<file path="src/hw/adc_pipe_pkg.sv">
// constants for the sampling converter output pipeline
// Summary of operation
// each sample is taken a short delay after a falling converter edge.
// a word reaches the output stage 8.5 converter cycles after sampling; the code loads data_out 9 cycles after.
// a new word leaves every converter cycle, lagging its sample.
// the data pins change on the falling converter edge after a delay.
// data is valid again 3.0 ms after power-down and 100 us after sleep.
// every code of the full range can appear at the output unaltered.
// in offset binary, mid-scale lies between codes 8191 and 8192.
// the outside clock runs between 5 and 155 million cycles per second.
// the ready strobe runs at the converter rate, data moving on its fall.
// the low-power select picks power-down, sleep or normal operation.
// the format select picks clock mode and offset or two's complement.
package adc_pipe_pkg;
   localparam int  WORD_W          = 14;
   localparam real CLK_PERIOD_NS   = 50.0;
   localparam real LATENCY_CYCLES  = 8.5;
   localparam int  PIPE_HALF       = int'(LATENCY_CYCLES * 2.0);
   localparam real APERTURE_NS     = 0.5;
   localparam real OUT_DELAY_NS    = 4.0;
   localparam int  APERTURE_CYC    =
      (int'($floor(APERTURE_NS / CLK_PERIOD_NS)) < 1) ? 1 :
      int'($floor(APERTURE_NS / CLK_PERIOD_NS));
   localparam int  OUT_DELAY_CYC   =
      (int'($floor(OUT_DELAY_NS / CLK_PERIOD_NS)) < 1) ? 1 :
      int'($floor(OUT_DELAY_NS / CLK_PERIOD_NS));
   localparam real PD_RECOVERY_MS  = 3.0;
   localparam real SLP_RECOVERY_US = 100.0;
   localparam int  PD_RECOVERY_CYC =
      int'($ceil(PD_RECOVERY_MS * 1.0e6 / CLK_PERIOD_NS));
   localparam int  SLP_RECOVERY_CYC =
      int'($ceil(SLP_RECOVERY_US * 1.0e3 / CLK_PERIOD_NS));
   localparam int  WAIT_W          = 20;
   // low-power select codes
   localparam logic [1:0] LP_NORMAL = 2'h0;
   localparam logic [1:0] LP_SLEEP  = 2'h1;
   // clock and format select bit positions
   localparam int  SEL_DIFF_CLK    = 0;
   localparam int  SEL_TWOS        = 1;
   localparam logic [WORD_W-1:0] MSB_FLIP = 14'h2000;
   localparam logic [WORD_W-1:0] ZERO_WORD = 14'h0000;

   typedef enum logic [3:0] {
      PWR_RUN   = 4'h1,
      PWR_SLEEP = 4'h2,
      PWR_DOWN  = 4'h4,
      PWR_WAKE  = 4'h8
   } pwr_state_type;
endpackage

</file>
<file path="src/hw/adc_sample_output_pipeline.sv">
// converter sample pipeline, output stage, strobe and power modes
`timescale 1ns/1ns
module adc_sample_output_pipeline
   import adc_pipe_pkg::*;
#(
   parameter int PD_WAIT_CYC  = PD_RECOVERY_CYC,
   parameter int SLP_WAIT_CYC = SLP_RECOVERY_CYC
) (
   input  wire logic              ref_clk,
   input  wire logic              nrst,
   input  wire logic              ce,
   input  wire logic              conv_clk,
   input  wire logic [WORD_W-1:0] sample_code,
   input  wire logic [1:0]        low_power_select,
   input  wire logic [1:0]        clock_and_format_select,
   output logic [WORD_W-1:0]      data_out,
   output logic                   output_word_strobe,
   output logic                   data_valid,
   output logic                   diff_clock_mode
);
   if (PD_WAIT_CYC < 1 || PD_WAIT_CYC >= (1 << WAIT_W) ||
       SLP_WAIT_CYC < 1 || SLP_WAIT_CYC >= (1 << WAIT_W) ||
       PIPE_HALF < 2)
      $error("recovery counts out of range");

   // two-stage synchronisers for conv_clk, sample_code and both select pins
   logic                conv_s1_ff, conv_s2_ff, conv_s3_ff;
   logic [WORD_W-1:0]   code_s1_ff, code_s2_ff;
   logic [1:0]          lp_s1_ff, lp_s2_ff;
   logic [1:0]          sel_s1_ff, sel_s2_ff;

   always_ff @(posedge ref_clk) begin
      if (!nrst) begin
         conv_s1_ff <= 1'b0;
         conv_s2_ff <= 1'b0;
         conv_s3_ff <= 1'b0;
         code_s1_ff <= ZERO_WORD;
         code_s2_ff <= ZERO_WORD;
         lp_s1_ff   <= LP_NORMAL;
         lp_s2_ff   <= LP_NORMAL;
         sel_s1_ff  <= 2'h0;
         sel_s2_ff  <= 2'h0;
      end else if (ce) begin
         conv_s1_ff <= conv_clk;
         conv_s2_ff <= conv_s1_ff;
         conv_s3_ff <= conv_s2_ff;
         code_s1_ff <= sample_code;
         code_s2_ff <= code_s1_ff;
         lp_s1_ff   <= low_power_select;
         lp_s2_ff   <= lp_s1_ff;
         sel_s1_ff  <= clock_and_format_select;
         sel_s2_ff  <= sel_s1_ff;
      end
   end

   wire conv_fall = conv_s3_ff & ~conv_s2_ff;
   wire conv_rise = ~conv_s3_ff & conv_s2_ff;
   wire conv_edge = conv_fall | conv_rise;
   wire twos_mode = sel_s2_ff[SEL_TWOS];
   wire lp_normal = (lp_s2_ff == LP_NORMAL);

   // any code other than normal or sleep means power-down
   function automatic pwr_state_type lp_target(input logic [1:0] code);
      lp_target = (code == LP_SLEEP) ? PWR_SLEEP : PWR_DOWN;
   endfunction

   pwr_state_type       lp_goal;
   assign lp_goal = lp_target(lp_s2_ff);

   // power mode sequencing
   pwr_state_type       pwr_ff, nxt_pwr;
   logic [WAIT_W-1:0]   wait_ff, nxt_wait;

   always_comb begin
      nxt_pwr  = pwr_ff;
      nxt_wait = wait_ff;
      case (pwr_ff)
         PWR_RUN: begin
            if (!lp_normal)
               nxt_pwr = lp_goal;
         end
         PWR_SLEEP, PWR_DOWN: begin
            if (lp_normal) begin
               nxt_pwr  = PWR_WAKE;
               nxt_wait = (pwr_ff == PWR_SLEEP) ?
                          WAIT_W'(SLP_WAIT_CYC - 1) :
                          WAIT_W'(PD_WAIT_CYC - 1);
            end else begin
               nxt_pwr = lp_goal;
            end
         end
         PWR_WAKE: begin
            if (!lp_normal)
               nxt_pwr = lp_goal;
            else if (wait_ff == '0)
               nxt_pwr = PWR_RUN;
            else
               nxt_wait = wait_ff - 1'b1;
         end
         default: nxt_pwr = PWR_DOWN;
      endcase
   end

   always_ff @(posedge ref_clk) begin
      if (!nrst) begin
         pwr_ff  <= PWR_RUN;
         wait_ff <= '0;
      end else if (ce) begin
         pwr_ff  <= nxt_pwr;
         wait_ff <= nxt_wait;
      end
   end

   wire running = (pwr_ff == PWR_RUN);

   // each sample occupies two half-cycle slots; it reaches the last
   // slot on the falling edge 8 cycles after its falling edge
   logic [WORD_W-1:0] pipe_ff [PIPE_HALF];
   wire  [WORD_W-1:0] stage_in = conv_fall ? code_s2_ff : pipe_ff[0];
   wire  [WORD_W-1:0] pipe_top = pipe_ff[PIPE_HALF-1];
   wire  [WORD_W-1:0] coded    = twos_mode ? (pipe_top ^ MSB_FLIP)
                                           : pipe_top;

   always_ff @(posedge ref_clk) begin
      if (!nrst) begin
         for (int i = 0; i < PIPE_HALF; i++)
            pipe_ff[i] <= ZERO_WORD;
      end else if (ce && conv_edge) begin
         pipe_ff[0] <= stage_in;
         for (int i = 1; i < PIPE_HALF; i++)
            pipe_ff[i] <= pipe_ff[i-1];
      end
   end

   // data pins load on the falling edge, so data changes as the
   // strobe falls and is stable at its rising edge
   logic [WORD_W-1:0] data_ff;
   logic              strobe_ff, valid_ff, diff_ff;

   always_ff @(posedge ref_clk) begin
      if (!nrst) begin
         data_ff   <= ZERO_WORD;
         strobe_ff <= 1'b0;
         valid_ff  <= 1'b0;
         diff_ff   <= 1'b0;
      end else if (ce) begin
         // taken from s2 so the strobe falls in the cycle the data loads
         strobe_ff <= conv_s2_ff & running;
         diff_ff   <= sel_s2_ff[SEL_DIFF_CLK];
         if (!running)
            valid_ff <= 1'b0;
         else if (conv_fall)
            valid_ff <= 1'b1;
         if (conv_fall && running)
            data_ff <= coded;
      end
   end

   assign data_out           = data_ff;
   assign output_word_strobe = strobe_ff;
   assign data_valid         = valid_ff;
   assign diff_clock_mode    = diff_ff;

   fall_sample_a: assert property (
      @(posedge ref_clk) disable iff (!nrst)
      ce && conv_fall |=> pipe_ff[0] == $past(code_s2_ff))
      else $error("sample not taken on falling edge");

   pipe_shift_a: assert property (
      @(posedge ref_clk) disable iff (!nrst)
      ce && conv_edge |=> pipe_top == $past(pipe_ff[PIPE_HALF-2]))
      else $error("pipeline slot did not advance");

   word_each_a: assert property (
      @(posedge ref_clk) disable iff (!nrst)
      ce && conv_fall && running |=> data_out == $past(coded))
      else $error("no word loaded on converter cycle");

   valid_on_fall_a: assert property (
      @(posedge ref_clk) disable iff (!nrst)
      ce && conv_fall && running |=> data_valid)
      else $error("valid not raised by a loaded word");

   pins_on_fall_a: assert property (
      @(posedge ref_clk) disable iff (!nrst)
      data_out != $past(data_out) |-> $past(conv_fall && ce && running))
      else $error("data changed away from falling edge");

   freeze_hold_a: assert property (
      @(posedge ref_clk) disable iff (!nrst)
      !ce |=> $stable(data_out) && $stable(output_word_strobe))
      else $error("outputs moved while enable low");

   wake_wait_a: assert property (
      @(posedge ref_clk) disable iff (!nrst)
      ce && pwr_ff == PWR_SLEEP && lp_normal |=> (!data_valid) [*2])
      else $error("data valid too soon after sleep");

   wake_count_a: assert property (
      @(posedge ref_clk) disable iff (!nrst)
      ce && pwr_ff == PWR_WAKE && lp_normal && wait_ff != '0
      |=> pwr_ff == PWR_WAKE)
      else $error("wake wait cut short");

   idle_invalid_a: assert property (
      @(posedge ref_clk) disable iff (!nrst)
      ce && !running |=> !data_valid)
      else $error("valid while not running");

   offset_code_a: assert property (
      @(posedge ref_clk) disable iff (!nrst)
      ce && conv_fall && running && !twos_mode
      |=> data_out == $past(pipe_top))
      else $error("offset binary code altered");

   twos_mid_a: assert property (
      @(posedge ref_clk) disable iff (!nrst)
      ce && conv_fall && running && twos_mode
      |=> data_out[WORD_W-1] != $past(pipe_top[WORD_W-1]))
      else $error("two's complement msb not inverted");

   strobe_rate_a: assert property (
      @(posedge ref_clk) disable iff (!nrst)
      ce && running && conv_fall |=> !output_word_strobe)
      else $error("strobe not following converter clock");

   strobe_rise_a: assert property (
      @(posedge ref_clk) disable iff (!nrst)
      ce && running && conv_rise |=> output_word_strobe)
      else $error("strobe not rising with converter clock");

   low_power_a: assert property (
      @(posedge ref_clk) disable iff (!nrst)
      ce && !lp_normal |=> ##1 !data_valid)
      else $error("valid held in low power");
endmodule

</file>
<file path="config.mk">
export PLATFORM = sky130hd
export DESIGN_NAME = adc_sample_output_pipeline
export DESIGN_NICKNAME = d
export VERILOG_FILES = /design/src/hw/adc_pipe_pkg.sv /design/src/hw/adc_sample_output_pipeline.sv
export SDC_FILE = /design/constraint.sdc
export NUM_CORES = 1
export LEC_CHECK = 0
export BUFFER_PORTS_ARGS = -buffer_cell sky130_fd_sc_hd__buf_2
export CAP_MARGIN = 20
export CORE_MARGIN = 1.5
export CORE_UTILIZATION = 65
export CTS_CLUSTER_DIAMETER = 150
export DETAILED_ROUTE_END_ITERATION = 7
export PLACE_DENSITY = 0.83
export SLEW_MARGIN = 0
export SYNTH_ARGS = -nofsm -noshare
export SYNTH_HDL_FRONTEND = slang
export SYNTH_SLANG_ARGS = --single-unit
</file>
<file path="constraint.sdc">
create_clock -name ref_clk -period 42.4 [get_ports ref_clk]
set_input_delay 8.48 -clock ref_clk [delete_from_list [all_inputs] [get_ports ref_clk]]
set_output_delay 8.48 -clock ref_clk [all_outputs]
set_load 0.05 [all_outputs]
</file>
==> summary.md, run 1 <==
| Metric | Value |
|---|---|
| Run status | finished clean |
| Setup slack of the critical path after layout | 31.73 ns |
| Worst path arrival time | 11.07 ns |
| Sequential Area | 8750 sq um |
| Cell count of the worst reg-to-reg path | 5 |
| All-Layer GR Usage | 0.182 |
| Instance count along the most critical hold path | 2 |
| Clock sinks | 318 |
| Number of max-cap violations | 0 |
| Ratio of cells with drive above 1 in the final layout | 0.107 |
| Slew at the pin with the worst max-slew slack | 1.30 ns |
| Initial antenna violation count | 0 |
| Grt total ovfl | 0 |
| Worst reg2reg startpoint | wait_ff[2] |
| Maximum vdd drop | 49.3 uV |
| Routed length on met2 | 8570 um |
| Most area-consuming cells after synthesis | edfxtp_1 (59%), dfxtp_1 (13%), and2_1 (12%) |
| Headroom to the max-slew limit | 0.134 |
| Synth cell count leaders | and2_1 (238), edfxtp_1 (238), dfxtp_1 (80) |
| Filler cells | 1088 |
| Largest driver fanout on the critical path | 154 |
| Met3 routed wirelength | 886 um |
| Mean Syn Cell Area | 13.7 sq um |
| Synth-to-Final Area Change | 11.2% |
| Final Max Tran Viols | 0 |
| Startpoint of the lowest-slack hold path | data_out[7] |
| Wire length after detailed routing | 17400 um |
| Number of routed nets with antenna violations | 0 |
| Unrepaired setup endpoints after global routing | false |
| Via-to-Cell Ratio | 5.50 |
| Startpoint kind of the worst setup timing path | primary input |
| Leading area contributor after synthesis | edfxtp_1 |
| Count of final hold-check violations | 0 |
| Largest clock skew in the final design | 0.00639 ns |
| Distinct cell type count after synthesis | 49 |
| Post-CTS resize count | 0 |
| Post-CTS setup buffers | 0 |
| Sequential cell area fraction in the yosys report | 0.716 |
| Final setup violation count | 0 |
| H-tree depth | 1 |
| Effective utilization at floorplan | 0.671 |
| Standard cell core area | 18200 sq um |
| Die boundary height | 140 um |
| Share of Yosys cell area claimed by the top area cell type | 0.585 |
| Die area | 19600 sq um |
| Clk Tree Root Cell | clkbuf_16 |
| Setup TNS after final layout | 0 ns |
| Die Wd | 140 um |
| Critical R2R Capture | wait_ff[16] |
| Clock-pin slew on the worst setup and hold paths | 0.06 ns |
| Top routing layer in use | met4 |
| Multi-input gate area | 3260 sq um |
| Total iterations of the first detailed-routing run | 5 |
| Via count of the first global-routing pass | 5995 |
| Clock latency reported for the late side of the worst-skew pair | 0.54 ns |
| Flip-flop and latch count after synthesis | 318 |
| Min Tclk post-route | 10.67 ns |
| Required time of the worst setup path | 42.81 ns |
| Count of flip-flops with a built-in enable after synthesis | 238 |
| Static Leak | 5.25 nW |
| Period utilisation layout | 0.252 |
| DRT iter0 DRCs | 562 |
| Pre-CTS WS | 30.89 ns |
| Drc violations | 0 |
| Num rows | 49 |
| Number of primary I/O pins | 39 |
| Summed instance area of the synthesized netlist | 12200 sq um |
| Critical setup path kind | in2reg |
| Overall via count from detail_route | 6452 |
| Total number of nets in the final design | 946 |
| Cell count after synthesis | 894 |
| Hold bufs inserted after CTS | 0 |
| Post-DR wirelength/cell | 14.8 um |
| Worst-case hold path end point | data_out[7] |
| Class of the worst hold path | reg2reg |
| Number of port buffers | 38 |
| Wire length of the first global-routing pass | 29100 um |
| Cell Pwr Density | 48.3 nW/um^2 |
| Cts bufs inserted | 30 |
| Routed length on met1 | 7550 um |
| DP Wirelength | 9410 um |
| Buffer depth of the longest clock path | 3 |
| Final antenna diode count | 0 |
| Async set-reset flop share out of synthesis | 0 |
| TritonCTS clock tree | built |
| Highest clock frequency the design can meet | 93.8 MHz |
| Post-Synthesis Net Count | 919 |
| Leading register cell type out of synthesis | edfxtp_1 |
| GP Congestion | 0.851 |
| Largest net degree at the start of global routing | 225 |
| Yosys synthesis warning count | 0 |
| Worst R2R Setup Slack | 39.61 ns |
| Endpoint kind of the worst setup timing path | flip-flop |
==> through the flow <==
step | std cells | hold WS, ns | power, mW | area, sq um | utilization
final | 1173 | 0.449 | 0.656 | 13600 | 0.746
after global routing | 1173 | 0.481 | 0.677 | 13600 | 0.746
after CTS | 1172 | 0.453 | 0.661 | 13600 | 0.744
after detailed placement | 1117 | 0.445 | 0.397 | 12600 | 0.690
after global placement | 1117 | 0.439 | 0.397 | 12600 | 0.690
after floorplan | 894 | 0.452 | 0.396 | 12200 | -
==> cell usage in the layout, fill, tap and decap left out, drive strengths merged, types with 4 or more instances in the layout <==
| master | instances |
|---|---|
| and2 | 238 |
| edfxtp | 238 |
| dfxtp | 80 |
| nor2 | 57 |
| buf | 45 |
| nand2 | 41 |
| mux2i | 40 |
| clkbuf | 36 |
| a21oi | 30 |
| clkinv | 14 |
| o21ai | 12 |
| nor3 | 10 |
| xor2 | 7 |
| inv | 7 |
| nor4 | 7 |
| nand3 | 6 |
| o211ai | 6 |
| a31oi | 5 |
| nand3b | 4 |
| nor4b | 4 |
| or3 | 4 |
| bufinv | 4 |
==> cells by family after synthesis <==
logic type               synth area share
flip-flops                          0.716
buffers and inverters              0.0179
multiplexers                       0.0328
AO/OA/AOI/OAI                      0.0401
AND/OR/NAND/NOR                     0.182
adder cells (fa/ha/maj)           0.00307
XOR/XNOR                          0.00717
==> sequential cells by signal, summed over array words and instances (netlist names) <==
| name | count |
|---|---|
| pipe_ff | 238 |
| wait_ff | 20 |
| code_s1_ff | 14 |
| code_s2_ff | 14 |
| data_out | 14 |
| pwr_ff | 4 |
| lp_s1_ff | 2 |
| lp_s2_ff | 2 |
| sel_s1_ff | 2 |
| sel_s2_ff | 2 |
| conv_s1_ff | 1 |
| conv_s2_ff | 1 |
| conv_s3_ff | 1 |
| data_valid | 1 |
| diff_clock_mode | 1 |
| output_word_strobe | 1 |
==> area by class of cell <==
cell class | instances | share of cell area
timing repair buffer | 45 | 0.0203
clock inverter | 19 | 0.0138
sequential | 318 | 0.644
multi-input combinational | 519 | 0.240
inverter | 7 | 0.00194
clock buffer | 36 | 0.0585
tap | 229 | 0.0211
==> power by group <==
part	internal, mW	switching (mW)
registers	0.348	0.00617
clock network	0.157	0.107
logic	0.0132	0.0243
total	0.518	0.138
==> how the worst max path moves through the flow <==
| stage | start | to | slack (ns) |
|---|---|---|---|
| floorplan | ce | pipe_ff[0][14] | 17.14 |
| global route | ce | pipe_ff[5][12] | 31.50 |
| finish | ce | pipe_ff[7][1] | 31.73 |
| detailed placement | ce | pipe_ff[5][25] | 30.89 |
| CTS | ce | pipe_ff[5][25] | 31.39 |
| global placement | ce | pipe_ff[2][22] | 30.90 |
==> metal layers <==
layer / up-vias / global-route usage
met5: - / 0
met4: 0 / 0.0532
met3: 34 / 0.0362
met2: 155 / 0.302
met1: 3070 / 0.248
li1: 3193 / -
==> worst max-delay path, stage by stage <==
cell    delay [ns]
buf_2         0.07
buf_4         0.58
inv_1         0.30
nor3_2        0.27
buf_4         0.45
buf_4         0.28
buf_16        0.33
and2_1        0.20
(Power assumes the default switching activity.)
==> run 2: changes to the inputs <==
CORE_UTILIZATION = 61   (was 65)
PLACE_DENSITY = 0.78   (was 0.83)
clock period = 10.35 ns   (was 42.4 ns; I/O delays follow)
==> summary.md, run 2 (same netlist as run 1, synthesis figures left out) <==
| Metric | Value |
|---|---|
| Overall via count from detail_route | 6444 (-0.12%) |
| GP Congestion | 0.844 (-0.80%) |
| Wire length after detailed routing | 17300 um (-0.77%) |
| Endpoint kind of the worst setup timing path | flip-flop |
| Drc violations | 0 (unchanged) |
| Largest net degree at the start of global routing | 225 (unchanged) |
| Wire length of the first global-routing pass | 27900 um (-4.4%) |
| Net load switching power | 571 uW (+310%) |
| Ratio of cells with drive above 1 in the final layout | 0.107 (-0.000113) |
| Effective utilization at floorplan | 0.625 (-0.0452) |
| Non-Filler Instances | 1210 (+3.2%) |
| TritonCTS clock tree | built |
| Post-CTS setup buffers | 0 (unchanged) |
| Total number of nets in the final design | 949 (+0.32%) |
| Total iterations of the first detailed-routing run | 5 (unchanged) |
| Standard cell core area | 19500 sq um (+7.2%) |
| Combinational share of power | 0.056 (about the same) |
| Run status | finished clean |
| Number of port buffers | 38 (unchanged) |
| Clock sinks | 318 (unchanged) |
| Critical setup path kind | in2reg |
| Period utilisation layout | 0.446 |
| Reg power frac | 0.537 (-0.003) |
| Largest Register | pipe_ff |
| Required time of the worst setup path | 10.71 ns (-32.10 ns) |
| Final setup violation count | 0 (unchanged) |
| Most frequent cells in the layout | and2_1 (238), edfxtp_1 (238), dfxtp_1 (80), nor2_1 (57), nand2_1 (41) |
| Filler cells | 1324 (+22%) |
| Post-CTS resize count | 0 (unchanged) |
| H-tree depth | 2 (+1) |
| Via count of the first global-routing pass | 5788 (-3.5%) |
| Largest registers | pipe_ff (238), wait_ff (20) |
| DRT iter0 DRCs | 517 (-8.0%) |
| Die Wd | 144 um (+3.2%) |
| Headroom to the max-slew limit | 0.198 (+0.0641) |
| Clk Tree Root Cell | clkbuf_16 |
| Die boundary height | 144 um (+3.2%) |
| Sequential Area | 8750 sq um (unchanged) |
| Largest clock skew in the final design | 0.0124 ns (+0.00603 ns) |
| Grt total ovfl | 0 (unchanged) |
| Clock-pin slew on the worst setup and hold paths | 0.06 ns (about the same) |
| Final antenna diode count | 0 (unchanged) |
| Post-DR wirelength/cell | 14.3 um (-3.8%) |
| Setup TNS after final layout | 0 ns (unchanged) |
| Clock latency reported for the late side of the worst-skew pair | 0.51 ns (-0.03 ns) |
| Highest clock frequency the design can meet | 217 MHz |
| Die area | 20900 sq um (+6.4%) |
| DP Wirelength | 9210 um (-2.1%) |
| Cell Pwr Density | 198 nW/um^2 (+310%) |
| Number of routed nets with antenna violations | 0 (unchanged) |
| Multi-input gate area | 3260 sq um (unchanged) |
| Cts bufs inserted | 34 (+13%) |
| Number of max-cap violations | 0 (unchanged) |
| All-Layer GR Usage | 0.169 (-0.0132) |
| Worst path arrival time | 4.97 ns (-6.10 ns) |
| Power share of the clock group | 0.407 (+0.005) |
| Number of primary I/O pins | 39 (unchanged) |
| Buffer depth of the longest clock path | 3 (unchanged) |
| Num rows | 51 (+4.1%) |
| Cell total after placement | 1153 (+3.2%) |
| Final Max Tran Viols | 0 (unchanged) |
| Synth-to-Final Area Change | 11.6% |
| Flip-flop count of the largest register after layout | 238 (unchanged) |
| Largest driver fanout on the critical path | 143 (-7.1%) |
| Class of the worst hold path | reg2reg |
| Slew at the pin with the worst max-slew slack | 1.20 ns (-0.0962 ns) |
| Unrepaired setup endpoints after global routing | false |
| Maximum vdd drop | 127 uV (+160%) |
| Startpoint kind of the worst setup timing path | primary input |
| Switching part of the total | 0.211 (+0.00136) |
| Hold bufs inserted after CTS | 0 (unchanged) |
| Static Leak | 5.25 nW (about the same) |
| Min Tclk post-route | 4.61 ns |
| Via-to-Cell Ratio | 5.33 (-3.2%) |
| Initial antenna violation count | 0 (unchanged) |
| Count of final hold-check violations | 0 (unchanged) |
| Internal power | 2.13 mW (+310%) |
-- run 2: changes by cell type in the layout (fill, tap and decap cells not counted), sizes merged --
cell,before,now
inv,7,9
clkinv,14,3
buf,45,44
bufinv,4,0
clkbuf,36,51
-- run 2: path summary, 6_finish.rpt --
kind / startpoint / endpoint / slack (ns) / depth (start not counted)
setup / recovery: ce / pipe_ff[2][16] / 5.74 / 7
setup reg to reg: conv_s2_ff / pipe_ff[2][16] / 7.52 / 6
hold / removal: data_out[10] / data_out[10] / 0.45 / 2
hold reg to reg: data_out[10] / data_out[10] / 0.45 / 2
-- run 2: final cells by class --
cell class / count / share of cell area
flip-flops and latches: 318 / 0.642
multi-input cells: 519 / 0.239
clock buffers: 51 / 0.0716
well taps: 265 / 0.0243
repair buffers: 44 / 0.0182
clock inverters: 6 / 0.00275
inverters: 7 / 0.00193
-- run 2: worst max-delay path: stages --
cell    delay, ns
buf_2        0.08
buf_4        0.57
inv_1        0.27
nor3_2       0.23
buf_4        0.54
buf_4        0.84
and2_1       0.26
-- run 2: metrics by stage --
| stage | total power, mW | hold slack [ns] | instance area [sq um] | setup WS, ns | utilization |
|---|---|---|---|---|---|
| finish | 2.70 | 0.452 | 13600 | 5.74 | 0.698 |
| floorplan | 1.60 | 0.452 | 12200 | 1.86 | - |
| detailed placement | 1.63 | 0.444 | 12600 | 5.23 | 0.646 |
| global route | 2.80 | 0.469 | 13600 | 5.36 | 0.698 |
| CTS | 2.73 | 0.452 | 13600 | 5.73 | 0.698 |
| global placement | 1.62 | 0.438 | 12600 | 5.18 | 0.646 |
-- run 2: power groups by stage --
stage	sequential, mW	combinational (mW)	clock [mW]
global route	1.46	0.167	1.17
floorplan	1.48	0.123	0
finish	1.45	0.151	1.10
global placement	1.48	0.148	0
detailed placement	1.48	0.150	0
CTS	1.45	0.151	1.13
-- run 2: layer usage --
| metal | track usage | wire (um) | vias up |
|---|---|---|---|
| met4 | 0.0548 | 299 | 0 |
| met1 | 0.237 | 7970 | 3128 |
| met5 | 0 | 0 | - |
| met2 | 0.260 | 8220 | 105 |
| li1 | - | - | 3182 |
| met3 | 0.0450 | 765 | 29 |
